===== src/rfi_pkg.sv =====
/*
 * Shared constants for the reader frontend interrupt controller:
 * register byte offsets, flag bit positions, reset values and the
 * bit-7 set/clear write function.
 * Assumes a 32-bit Avalon-MM slave with word-aligned byte addresses.
 */
package rfi_pkg;

	localparam int          REG_W        = 8;
	localparam int          BUS_W        = 32;
	localparam int          ADDR_W       = 5;
	localparam int          N_TIMERS     = 4;

	// register byte offsets
	localparam logic [ADDR_W-1:0] ADDR_FLAGS_FIRST   = 5'h00;
	localparam logic [ADDR_W-1:0] ADDR_FLAGS_SECOND  = 5'h04;
	localparam logic [ADDR_W-1:0] ADDR_ENABLE_FIRST  = 5'h08;
	localparam logic [ADDR_W-1:0] ADDR_ENABLE_SECOND = 5'h0C;
	localparam logic [ADDR_W-1:0] ADDR_STATUS_ONE    = 5'h10;
	localparam logic [ADDR_W-1:0] ADDR_PIN_CONFIG    = 5'h14;
	localparam logic [ADDR_W-1:0] ADDR_FIFO_THRESH   = 5'h18;

	// write-value layout
	localparam int              SETCLR_BIT  = 7;
	localparam logic [REG_W-1:0] FLAG_MASK  = 8'h7F;

	// first bank bit positions
	localparam int F1_RX_ERR   = 0;
	localparam int F1_FIFO_LO  = 1;
	localparam int F1_FIFO_HI  = 2;
	localparam int F1_CMD_DONE = 3;
	localparam int F1_RX_DONE  = 4;
	localparam int F1_TX_DONE  = 5;

	// second bank bit positions and source masks of both banks
	localparam int F2_TIMER0   = 0;
	localparam int F2_ANY      = 6;
	localparam logic [REG_W-1:0] F1_SRC_MASK = 8'h7F;
	localparam logic [REG_W-1:0] F2_SRC_MASK = 8'h3F;

	// status and configuration fields
	localparam int STAT_IRQ_BIT   = 0;
	localparam int CFG_PIN_EN_BIT = 0;

	// reset values
	localparam logic [REG_W-1:0] FLAGS_RST  = 8'h00;
	localparam logic [REG_W-1:0] ENABLE_RST = 8'h00;
	localparam logic             PIN_EN_RST = 1'h0;
	localparam logic [8:0]       THRESH_RST = 9'h008;

	// bit 7 of the written value picks set or clear of the marked bits 0..6
	function automatic logic [REG_W-1:0] rfi_setclr(input logic [REG_W-1:0] old,
		input logic [REG_W-1:0] wd);
		logic [REG_W-1:0] marked;
		marked = wd & FLAG_MASK;
		if (wd[SETCLR_BIT])
			return (old | marked) & FLAG_MASK;
		else
			return (old & ~marked) & FLAG_MASK;
	endfunction

endpackage


===== src/rfi_flag_bank.sv =====
/*
 * One 8-bit interrupt controller register with bit-7 set/clear writes
 * and hardware set inputs; hardware set wins over a software clear.
 * Assumes wr_en is a single-cycle accepted-write strobe on clk_sys.
 */
`timescale 1ns/1ps
module rfi_flag_bank
	import rfi_pkg::*;
#(
	parameter logic [REG_W-1:0] RESET_VAL = FLAGS_RST
)
(
	input  wire logic             clk_sys,  // system clock
	input  wire logic             reset_n,  // synchronous reset, active low
	input  wire logic             wr_en,    // accepted write
	input  wire logic [REG_W-1:0] wr_data,  // written value, bit 7 selects set/clear
	input  wire logic [REG_W-1:0] hw_set,   // hardware set requests
	output logic      [REG_W-1:0] value     // current register contents
);

	typedef struct packed {
		logic [REG_W-1:0] bits;
	} rfi_bank_state_t;

	rfi_bank_state_t state_reg;
	rfi_bank_state_t state_next;

	always_comb
	begin
		state_next = state_reg;
		if (wr_en)
			state_next.bits = rfi_setclr(state_reg.bits, wr_data);
		// an event in the clearing cycle is kept
		state_next.bits = state_next.bits | (hw_set & FLAG_MASK);
	end

	always_ff @(posedge clk_sys)
	begin
		if (!reset_n)
			state_reg <= '{bits: RESET_VAL};
		else
			state_reg <= state_next;
	end

	assign value = state_reg.bits;

endmodule


===== src/rfi_irq_ctrl.sv =====
/*
 * Interrupt controller of a contactless reader frontend: two event flag
 * banks, two enable banks, status indication, interrupt request pin and
 * a FIFO threshold register, reached over Avalon-MM with waitrequest.
 * Assumes all event inputs are synchronous to clk_sys and reset_n is
 * driven from the power-down reset pin.
 */
// Decided for this implementation: the Avalon-MM slave port and the placing of the registers.
`timescale 1ns/1ps

// Overview of operation
// - two 8-bit flag banks; each flag holds until software clears it
// - two 8-bit enable registers, one per flag bank, per-source enables
// - flag and enable register writes: bit 7 selects set or clear of marked bits 0..6
// - any reported event sets the interrupt bit in general status one
// - interrupt pin asserts for reported events only when pin signalling enabled
// - interrupt request pin is a dedicated output to the host
// - each countdown underflow sets its flag in the second bank
// - transmit-done set on change from payload to end-of-frame pattern
// - receive-done set when the receiver detects end of incoming data
// - disabled sources never cause an interrupt indication
// - any-source flag set whenever another enabled source flag is set
// - command-done set when the command returns to idle
// - receive-error flag set while any receive error bit is set
// - FIFO high and low alerts set when fill reaches threshold levels
module rfi_irq_ctrl
	import rfi_pkg::*;
#(
	parameter int FIFO_DEPTH = 512,
	parameter int FILL_W     = 10,
	parameter int THR_W      = 9
)
(
	input  wire logic                clk_sys,           // system clock, 25 MHz
	input  wire logic                reset_n,           // power-down reset, active low
	input  wire logic [ADDR_W-1:0]   avs_address,       // byte address
	input  wire logic                avs_read,          // read request
	input  wire logic                avs_write,         // write request
	input  wire logic [BUS_W-1:0]    avs_writedata,     // write data
	input  wire logic [3:0]          avs_byteenable,    // byte lanes
	output logic      [BUS_W-1:0]    avs_readdata,      // read data
	output logic                     avs_waitrequest,   // stall
	input  wire logic [N_TIMERS-1:0] timer_underflow,   // countdown underflow pulses
	input  wire logic                tx_sending_data,   // transmitter sending payload
	input  wire logic                tx_sending_eof,    // transmitter sending end pattern
	input  wire logic                rx_data_end,       // receiver end-of-data pulse
	input  wire logic                cmd_is_idle,       // command register holds idle
	input  wire logic [REG_W-1:0]    rx_error_bits,     // receive error register
	input  wire logic [FILL_W-1:0]   fifo_fill,         // FIFO fill count
	output logic [THR_W-1:0]         fifo_threshold,    // water level setting
	output logic                     irq_pin            // interrupt request pin
);

	typedef struct packed {
		logic               ack;
		logic [BUS_W-1:0]   rdata;
		logic               irq_pin;
		logic               status_irq;
		logic               pin_en;
		logic [THR_W-1:0]   thresh;
		logic               tx_data_prev;
		logic               idle_prev;
		logic               hi_prev;
		logic               lo_prev;
	} rfi_ctrl_state_t;

	rfi_ctrl_state_t state_reg;
	rfi_ctrl_state_t state_next;

	logic [REG_W-1:0] flags_first;
	logic [REG_W-1:0] flags_second;
	logic [REG_W-1:0] enable_first;
	logic [REG_W-1:0] enable_second;
	logic [REG_W-1:0] set_first;
	logic [REG_W-1:0] set_second;
	logic             wr_acc;
	logic             wr_flags_first;
	logic             wr_flags_second;
	logic             wr_enable_first;
	logic             wr_enable_second;
	logic             hi_now;
	logic             lo_now;
	logic             src_pending;
	logic             pending;
	logic [FILL_W-1:0] hi_level;

	// write takes effect on the edge where waitrequest is low
	assign wr_acc           = avs_write & state_reg.ack & avs_byteenable[0];
	assign wr_flags_first   = wr_acc && (avs_address == ADDR_FLAGS_FIRST);
	assign wr_flags_second  = wr_acc && (avs_address == ADDR_FLAGS_SECOND);
	assign wr_enable_first  = wr_acc && (avs_address == ADDR_ENABLE_FIRST);
	assign wr_enable_second = wr_acc && (avs_address == ADDR_ENABLE_SECOND);

	// high level counts down from the top of the FIFO by the same value
	assign hi_level = FILL_W'(FIFO_DEPTH) - FILL_W'(state_reg.thresh);
	assign hi_now   = fifo_fill >= hi_level;
	assign lo_now   = fifo_fill <= FILL_W'(state_reg.thresh);

	// the any-source flag looks only at the other sources
	assign src_pending = |(flags_first & enable_first & F1_SRC_MASK)
		| |(flags_second & enable_second & F2_SRC_MASK);
	assign pending = src_pending
		| (flags_second[F2_ANY] & enable_second[F2_ANY]);

	always_comb
	begin
		set_first                = '0;
		set_first[F1_RX_ERR]     = |rx_error_bits;
		set_first[F1_FIFO_LO]    = lo_now & ~state_reg.lo_prev;
		set_first[F1_FIFO_HI]    = hi_now & ~state_reg.hi_prev;
		set_first[F1_CMD_DONE]   = cmd_is_idle & ~state_reg.idle_prev;
		set_first[F1_RX_DONE]    = rx_data_end;
		set_first[F1_TX_DONE]    = state_reg.tx_data_prev & tx_sending_eof;
		set_second               = '0;
		set_second[F2_TIMER0 +: N_TIMERS] = timer_underflow;
		set_second[F2_ANY]       = src_pending;
	end

	rfi_flag_bank #(.RESET_VAL(FLAGS_RST)) u_flags_first (
		.clk_sys (clk_sys),
		.reset_n (reset_n),
		.wr_en   (wr_flags_first),
		.wr_data (avs_writedata[REG_W-1:0]),
		.hw_set  (set_first),
		.value   (flags_first)
	);

	rfi_flag_bank #(.RESET_VAL(FLAGS_RST)) u_flags_second (
		.clk_sys (clk_sys),
		.reset_n (reset_n),
		.wr_en   (wr_flags_second),
		.wr_data (avs_writedata[REG_W-1:0]),
		.hw_set  (set_second),
		.value   (flags_second)
	);

	rfi_flag_bank #(.RESET_VAL(ENABLE_RST)) u_enable_first (
		.clk_sys (clk_sys),
		.reset_n (reset_n),
		.wr_en   (wr_enable_first),
		.wr_data (avs_writedata[REG_W-1:0]),
		.hw_set  ('0),
		.value   (enable_first)
	);

	rfi_flag_bank #(.RESET_VAL(ENABLE_RST)) u_enable_second (
		.clk_sys (clk_sys),
		.reset_n (reset_n),
		.wr_en   (wr_enable_second),
		.wr_data (avs_writedata[REG_W-1:0]),
		.hw_set  ('0),
		.value   (enable_second)
	);

	always_comb
	begin
		state_next              = state_reg;
		state_next.tx_data_prev = tx_sending_data;
		state_next.idle_prev    = cmd_is_idle;
		state_next.hi_prev      = hi_now;
		state_next.lo_prev      = lo_now;
		state_next.status_irq   = pending;
		state_next.irq_pin      = pending & state_reg.pin_en;
		// one wait cycle; read data are captured then and stand at the answer
		if ((avs_read | avs_write) & ~state_reg.ack)
		begin
			state_next.ack   = 1'b1;
			state_next.rdata = '0;
			unique case (avs_address)
				ADDR_FLAGS_FIRST:   state_next.rdata[REG_W-1:0] = flags_first;
				ADDR_FLAGS_SECOND:  state_next.rdata[REG_W-1:0] = flags_second;
				ADDR_ENABLE_FIRST:  state_next.rdata[REG_W-1:0] = enable_first;
				ADDR_ENABLE_SECOND: state_next.rdata[REG_W-1:0] = enable_second;
				ADDR_STATUS_ONE:    state_next.rdata[STAT_IRQ_BIT] = state_reg.status_irq;
				ADDR_PIN_CONFIG:    state_next.rdata[CFG_PIN_EN_BIT] = state_reg.pin_en;
				ADDR_FIFO_THRESH:   state_next.rdata[THR_W-1:0] = state_reg.thresh;
				default:            state_next.rdata = '0;
			endcase
		end
		else
			state_next.ack = 1'b0;
		if (wr_acc && avs_address == ADDR_PIN_CONFIG)
			state_next.pin_en = avs_writedata[CFG_PIN_EN_BIT];
		if (wr_acc && avs_address == ADDR_FIFO_THRESH)
			state_next.thresh = avs_writedata[THR_W-1:0];
	end

	always_ff @(posedge clk_sys)
	begin
		if (!reset_n)
			state_reg <= '{ack: 1'b0, rdata: '0, irq_pin: 1'b0, status_irq: 1'b0,
				pin_en: PIN_EN_RST, thresh: THR_W'(THRESH_RST), tx_data_prev: 1'b0,
				idle_prev: 1'b0, hi_prev: 1'b0, lo_prev: 1'b0};
		else
			state_reg <= state_next;
	end

	assign avs_readdata    = state_reg.rdata;
	assign avs_waitrequest = ~state_reg.ack;
	assign irq_pin         = state_reg.irq_pin;
	assign fifo_threshold  = state_reg.thresh;
endmodule


===== config.mk =====
export PLATFORM = sky130hd
export DESIGN_NAME = rfi_irq_ctrl
export DESIGN_NICKNAME = d
export VERILOG_FILES = /design/src/rfi_pkg.sv /design/src/rfi_flag_bank.sv /design/src/rfi_irq_ctrl.sv
export SDC_FILE = /design/constraint.sdc
export NUM_CORES = 1
export LEC_CHECK = 0
export ABC_CLOCK_PERIOD_IN_PS = 2000
export BUFFER_PORTS_ARGS = -buffer_cell sky130_fd_sc_hd__buf_2
export CAP_MARGIN = 20
export CORE_MARGIN = 2
export CORE_UTILIZATION = 47
export CTS_BUF_LIST = sky130_fd_sc_hd__clkbuf_4 sky130_fd_sc_hd__clkbuf_8
export DETAILED_ROUTE_END_ITERATION = 8
export MAX_ROUTING_LAYER = met4
export PLACE_DENSITY = 0.77
export SLEW_MARGIN = 20
export SYNTH_ARGS = -nofsm -noshare
export SYNTH_HDL_FRONTEND = slang
export SYNTH_SLANG_ARGS = --single-unit

===== constraint.sdc =====
create_clock -name clk_sys -period 2 [get_ports clk_sys]
set_input_delay 0.4 -clock clk_sys [delete_from_list [all_inputs] [get_ports clk_sys]]
set_output_delay 0.4 -clock clk_sys [all_outputs]
set_load 0.005 [all_outputs]

* Yosys cells after proc, flatten, opt, wreduce, memory -nomap -nowiden
Cells that the tools add are included.
** Operators by class
- $add $sub $neg :: 1
- Magnitude comparators :: 2
- Eq/ne operators :: 6
- Muxes and demuxes :: 10
- Bitwise logic cells :: 29
- Reductions and logical operators :: 10
** Operator list (number)
- $and A7 B7 Y7 :: 5
- $pmux W7 S5 :: 1
- $mux W7 :: 4
- $or A7 B7 Y7 :: 4
- $mux W8 :: 2
- $eq A5 B5 Y1 const B :: 3
- $eq A5 B4 Y1 const B :: 2
- $ge A10 B10 Y1 :: 1
- $le A10 B9 Y1 :: 1
- $sub A10 B9 Y10 const A :: 1
- $and A1 B1 Y1 :: 9
- $or A8 B6 Y8 :: 1
- $or A8 B7 Y8 :: 1
- $reduce_or A8 Y1 :: 1
- $not A7 Y7 :: 1
- $pmux W1 S7 :: 1
- $reduce_or A7 Y1 :: 1
- $and A6 B6 Y6 :: 1
- $logic_and A1 B1 Y1 :: 6
- $reduce_or A6 Y1 :: 1
- $eq A5 B3 Y1 const B :: 1
- $logic_not A5 Y1 :: 1
- $not A1 Y1 :: 4
- $or A1 B1 Y1 :: 3
- $mux W1 :: 2
** Word-level totals
- Register bits after elaboration :: 56
- Input port bits :: 71

* Longest topological paths before layout
- Depth in word-level cells :: 5
- Depth in mapped cells :: 10

* Modules after synthesis
Synthesis repeated with hierarchy kept, for this count alone.
** Second synthesis, totals
- Cell total of the unflattened synthesis :: 411
- Area total of the unflattened synthesis :: 3653.5 um^2
** By module, submodules not included
- rfi_irq_ctrl :: times used 1, cells each 287, area an instance 2337.2 um^2
- rfi_flag_bank :: times used 4, cells each 31, area an instance 329.1 um^2

* Worst setup path after synthesis
No wires, ideal clock.
- Kind :: register to register
- Start point :: register state_reg, in the netlist fifo_threshold[2]
- End point :: register state_reg[1] (netlist name)
- Data arrival time :: 1.890 ns
- Data required time :: 1.885 ns
- Path slack :: -0.005 ns
- Stages on the path, launching flop included :: 11
- Path buffers :: 0
- Period minus slack after synthesis :: 2.005 ns
- Path through :: dfxtp_1 > nor2_1 > nand3_1 > or3_1 > nand2_1 > ha_1 > a21oi_1 > o21ai_0 > a221oi_1 > o21ai_1 > and2_1
** Between the ends
- Longest elaborated chain between the ends :: 2
** Ends and longest elaborated chain
- start: declaration :: line rfi_irq_ctrl.sv:67 : rfi_ctrl_state_t state_reg;
- start signal: assignment :: line rfi_irq_ctrl.sv:191 : state_reg <= '{ack: 1'b0, rdata: '0, irq_pin: 1'b0, status_irq: 1'b0,
- start signal: assignment :: line rfi_irq_ctrl.sv:195 : state_reg <= state_next;
- $sub A10 B9 Y10 :: line rfi_irq_ctrl.sv:95 : assign hi_level = FILL_W'(FIFO_DEPTH) - FILL_W'(state_reg.thresh);
- $ge A10 B10 Y1 :: line rfi_irq_ctrl.sv:96 : assign hi_now = fifo_fill >= hi_level;
No other way between the ends.
A chain may end at the register's enable or synchronous reset.

* Worst setup path in the final report
- Start point :: register state_reg, in the netlist fifo_threshold[3]
- End point :: register state_reg[1] (netlist name)
The elaborated chain is that of the path after synthesis.

==> flow_summary.ini <==
[final_layout]
antenna_cells = 0
fin_area_um2 = 3800
filler_cell_count = 622
syn_to_final_growth_pct = 16.0
drive_gt1_frac = 0.284
post-route-util = 0.562
nets = 537
final_cells = 527

[timing]
finalWorstSetupSlack_ps = 23.8
worstMarginPinSlew_ps = 534
fin_hold_ws_ps = 300
finalHoldViolations = 0
fin_tns_setup_ps = 0
rsz0062_at_grt = yes
fin_crit_sh = 0.988
finalSetupViolations = 0
fin_crit_ps = 1980
skew_ps = 4.32
max-slew-margin-rel = 0.644
slew_viol_final = 0
max_freq_mhz = 506

[global_routing]
antenna_found_initial = 0
globalRoute.totalOverflow = 0
grt_pass1_wl_mm = 12.8
grt_max_degree = 30
grt_pass1_vias = 2721
grtUsageTotal = 0.219

[die]
die_x_um = 87.5
rows = 30
die_area_um2 = 7650
core_um2 = 6760
ioPinCount = 114
start_util = 0.484
die_h_um = 87.5

[synth]
synth_edf_count = 0
yosysTopAreaCell = dfxtp_1
synthFlopType = dfxtp_1
ys_async_sr_fraction = 0
synthTopCellsByCount = 54 x dfxtp_1, 54 x nand2_1, 41 x buf_4, 32 x nor2_1, 23 x nand3_1
ys_ff_latch = 54
synth.distinct_cells = 46
ys_seq_area_frac = 0.330
yosys.area.top_type_share = 0.330
synthTopCellsByArea = dfxtp_1 33%, buf_4 9.4%, ha_1 7.3%
netlist_area_um2 = 3270
syn_inst = 383
syn_avg_cell_area_um2 = 8.55
ys_warn_count = 0

[setup_path]
worstPathArrival_ps = 2190
cp.required_ps = 2210
path_class = register to register
critPathLaunchType = register
endpoint_kind = register
worstPathMaxFanout = 3

[routing]
num_vias = 2910
drtPass1Iterations = 4
wl_met2_mm = 3.97
maxUsedRoutingLayer = met4
met3_length_um = 478
wl_per_cell_um = 15.1
antenna_left = 0
drt_iter0_drc = 152
drc = 0
drt-vias-per-instance = 5.52
routed_wl_mm = 7.96
wl_met1_mm = 3.42

[placed_design]
dp_cells = 519
dpl_worst_slack_ps = -123
hpwl_mm = 6.08
placed_cell_area_um2 = 3590
portBuffers = 64
gp_congestion = 0.904

[cts]
cts_root_buf = clkbuf_8
clock_latency_ps = 310
tritoncts = done
ctsHtreeMaxLevel = 2
clk_pin_slew_worst_paths_ps = 90
hold_buffers = 0
numCtsBuffers = 5
cts.sinks = 54
cts_max_path_buffers = 2

[job]
cap_viol_max_count = 0

[power]
total_power_mw = 2.12
p_leak_nw = 1.72
ir_worst_vdd_mv = 0.305
cellPowerDensity_nw_per_um2 = 559

[run_status]
status = completed

[worst_hold_path]
hold_path_class = input pin to register
## cell families after synthesis
family,count (synthesis),synth area share
other,1,0.00115
AND/OR/NAND/NOR,138,0.205
buffers and inverters,66,0.126
XOR/XNOR,5,0.0134
AO/OA/AOI/OAI,71,0.140
adder cells (fa/ha/maj),19,0.0726
multiplexers,29,0.112
flip-flops,54,0.330
## worst max-delay path, cell delays in order, from the launching register on
cell	delay, ps
dfxtp_2	340
nor2_4	120
nand3_2	90
or3_4	370
nand2_4	80
ha_4	200
nand2_1	90
o21ai_1	90
a221oi_2	270
o21ai_2	90
and2_1	130
## power by group
group	switching, mW	internal (mW)
Combinational	0.148	0.107
Clock	0.347	0.401
Sequential	0.0197	1.10
Total	0.514	1.61
## layout make-up
| class | instances | area (µm²) | area share |
|---|---|---|---|
| Clock buffer | 6 | 82.6 | 0.0218 |
| Inverter | 13 | 51.3 | 0.0135 |
| Timing Repair Buffer | 88 | 500 | 0.132 |
| Sequential cell | 54 | 1080 | 0.286 |
| Tap cell | 80 | 100 | 0.0264 |
| Multi-Input combinational cell | 285 | 1950 | 0.513 |
| Clock inverter | 1 | 30.0 | 0.00791 |
## what timing repair did
item	4_1_cts	5_1_grt
setup endpoints to repair	2	2
pin swaps	9	6
gates resized for setup	15	8
buffers inserted	1	0
## cells in the final DEF (no fill, tap or decap), types with 10 or more instances in the layout
cell | netlist | routed
a21oi_1 | 22 | 20
a22oi_1 | 11 | 11
buf_2 | 3 | 64
buf_4 | 41 | 24
conb_1 | 1 | 23
dfxtp_1 | 54 | 51
ha_1 | 19 | 17
inv_1 | 12 | 10
mux2i_1 | 22 | 22
nand2_1 | 54 | 53
nand3_1 | 23 | 22
nor2_1 | 32 | 30
## per-layer routing
layer  track usage  up-vias
met5             -        -
met4        0.0559        0
met3        0.0398       13
met2         0.374      101
met1         0.267     1379
li1              -     1417
## worst paths after layout
| check | startpoint | to | slack [ps] | depth (start not counted) |
|---|---|---|---|---|
| worst max-delay path | fifo_threshold[3]$_SDFFE_PN1P_ | state_reg[1]$_SDFF_PN0_ | 20 | 10 |
| worst min-delay path | timer_underflow[2] | u_flags_second.value[2]$_SDFF_PN0_ | 300 | 3 |
| worst min register to register | avs_readdata[6]$_SDFFE_PN0P_ | avs_readdata[6]$_SDFFE_PN0P_ | 450 | 2 |
| worst max register to register | fifo_threshold[3]$_SDFFE_PN1P_ | state_reg[1]$_SDFF_PN0_ | 20 | 10 |
Note: power is estimated with default switching activity, not from simulation.
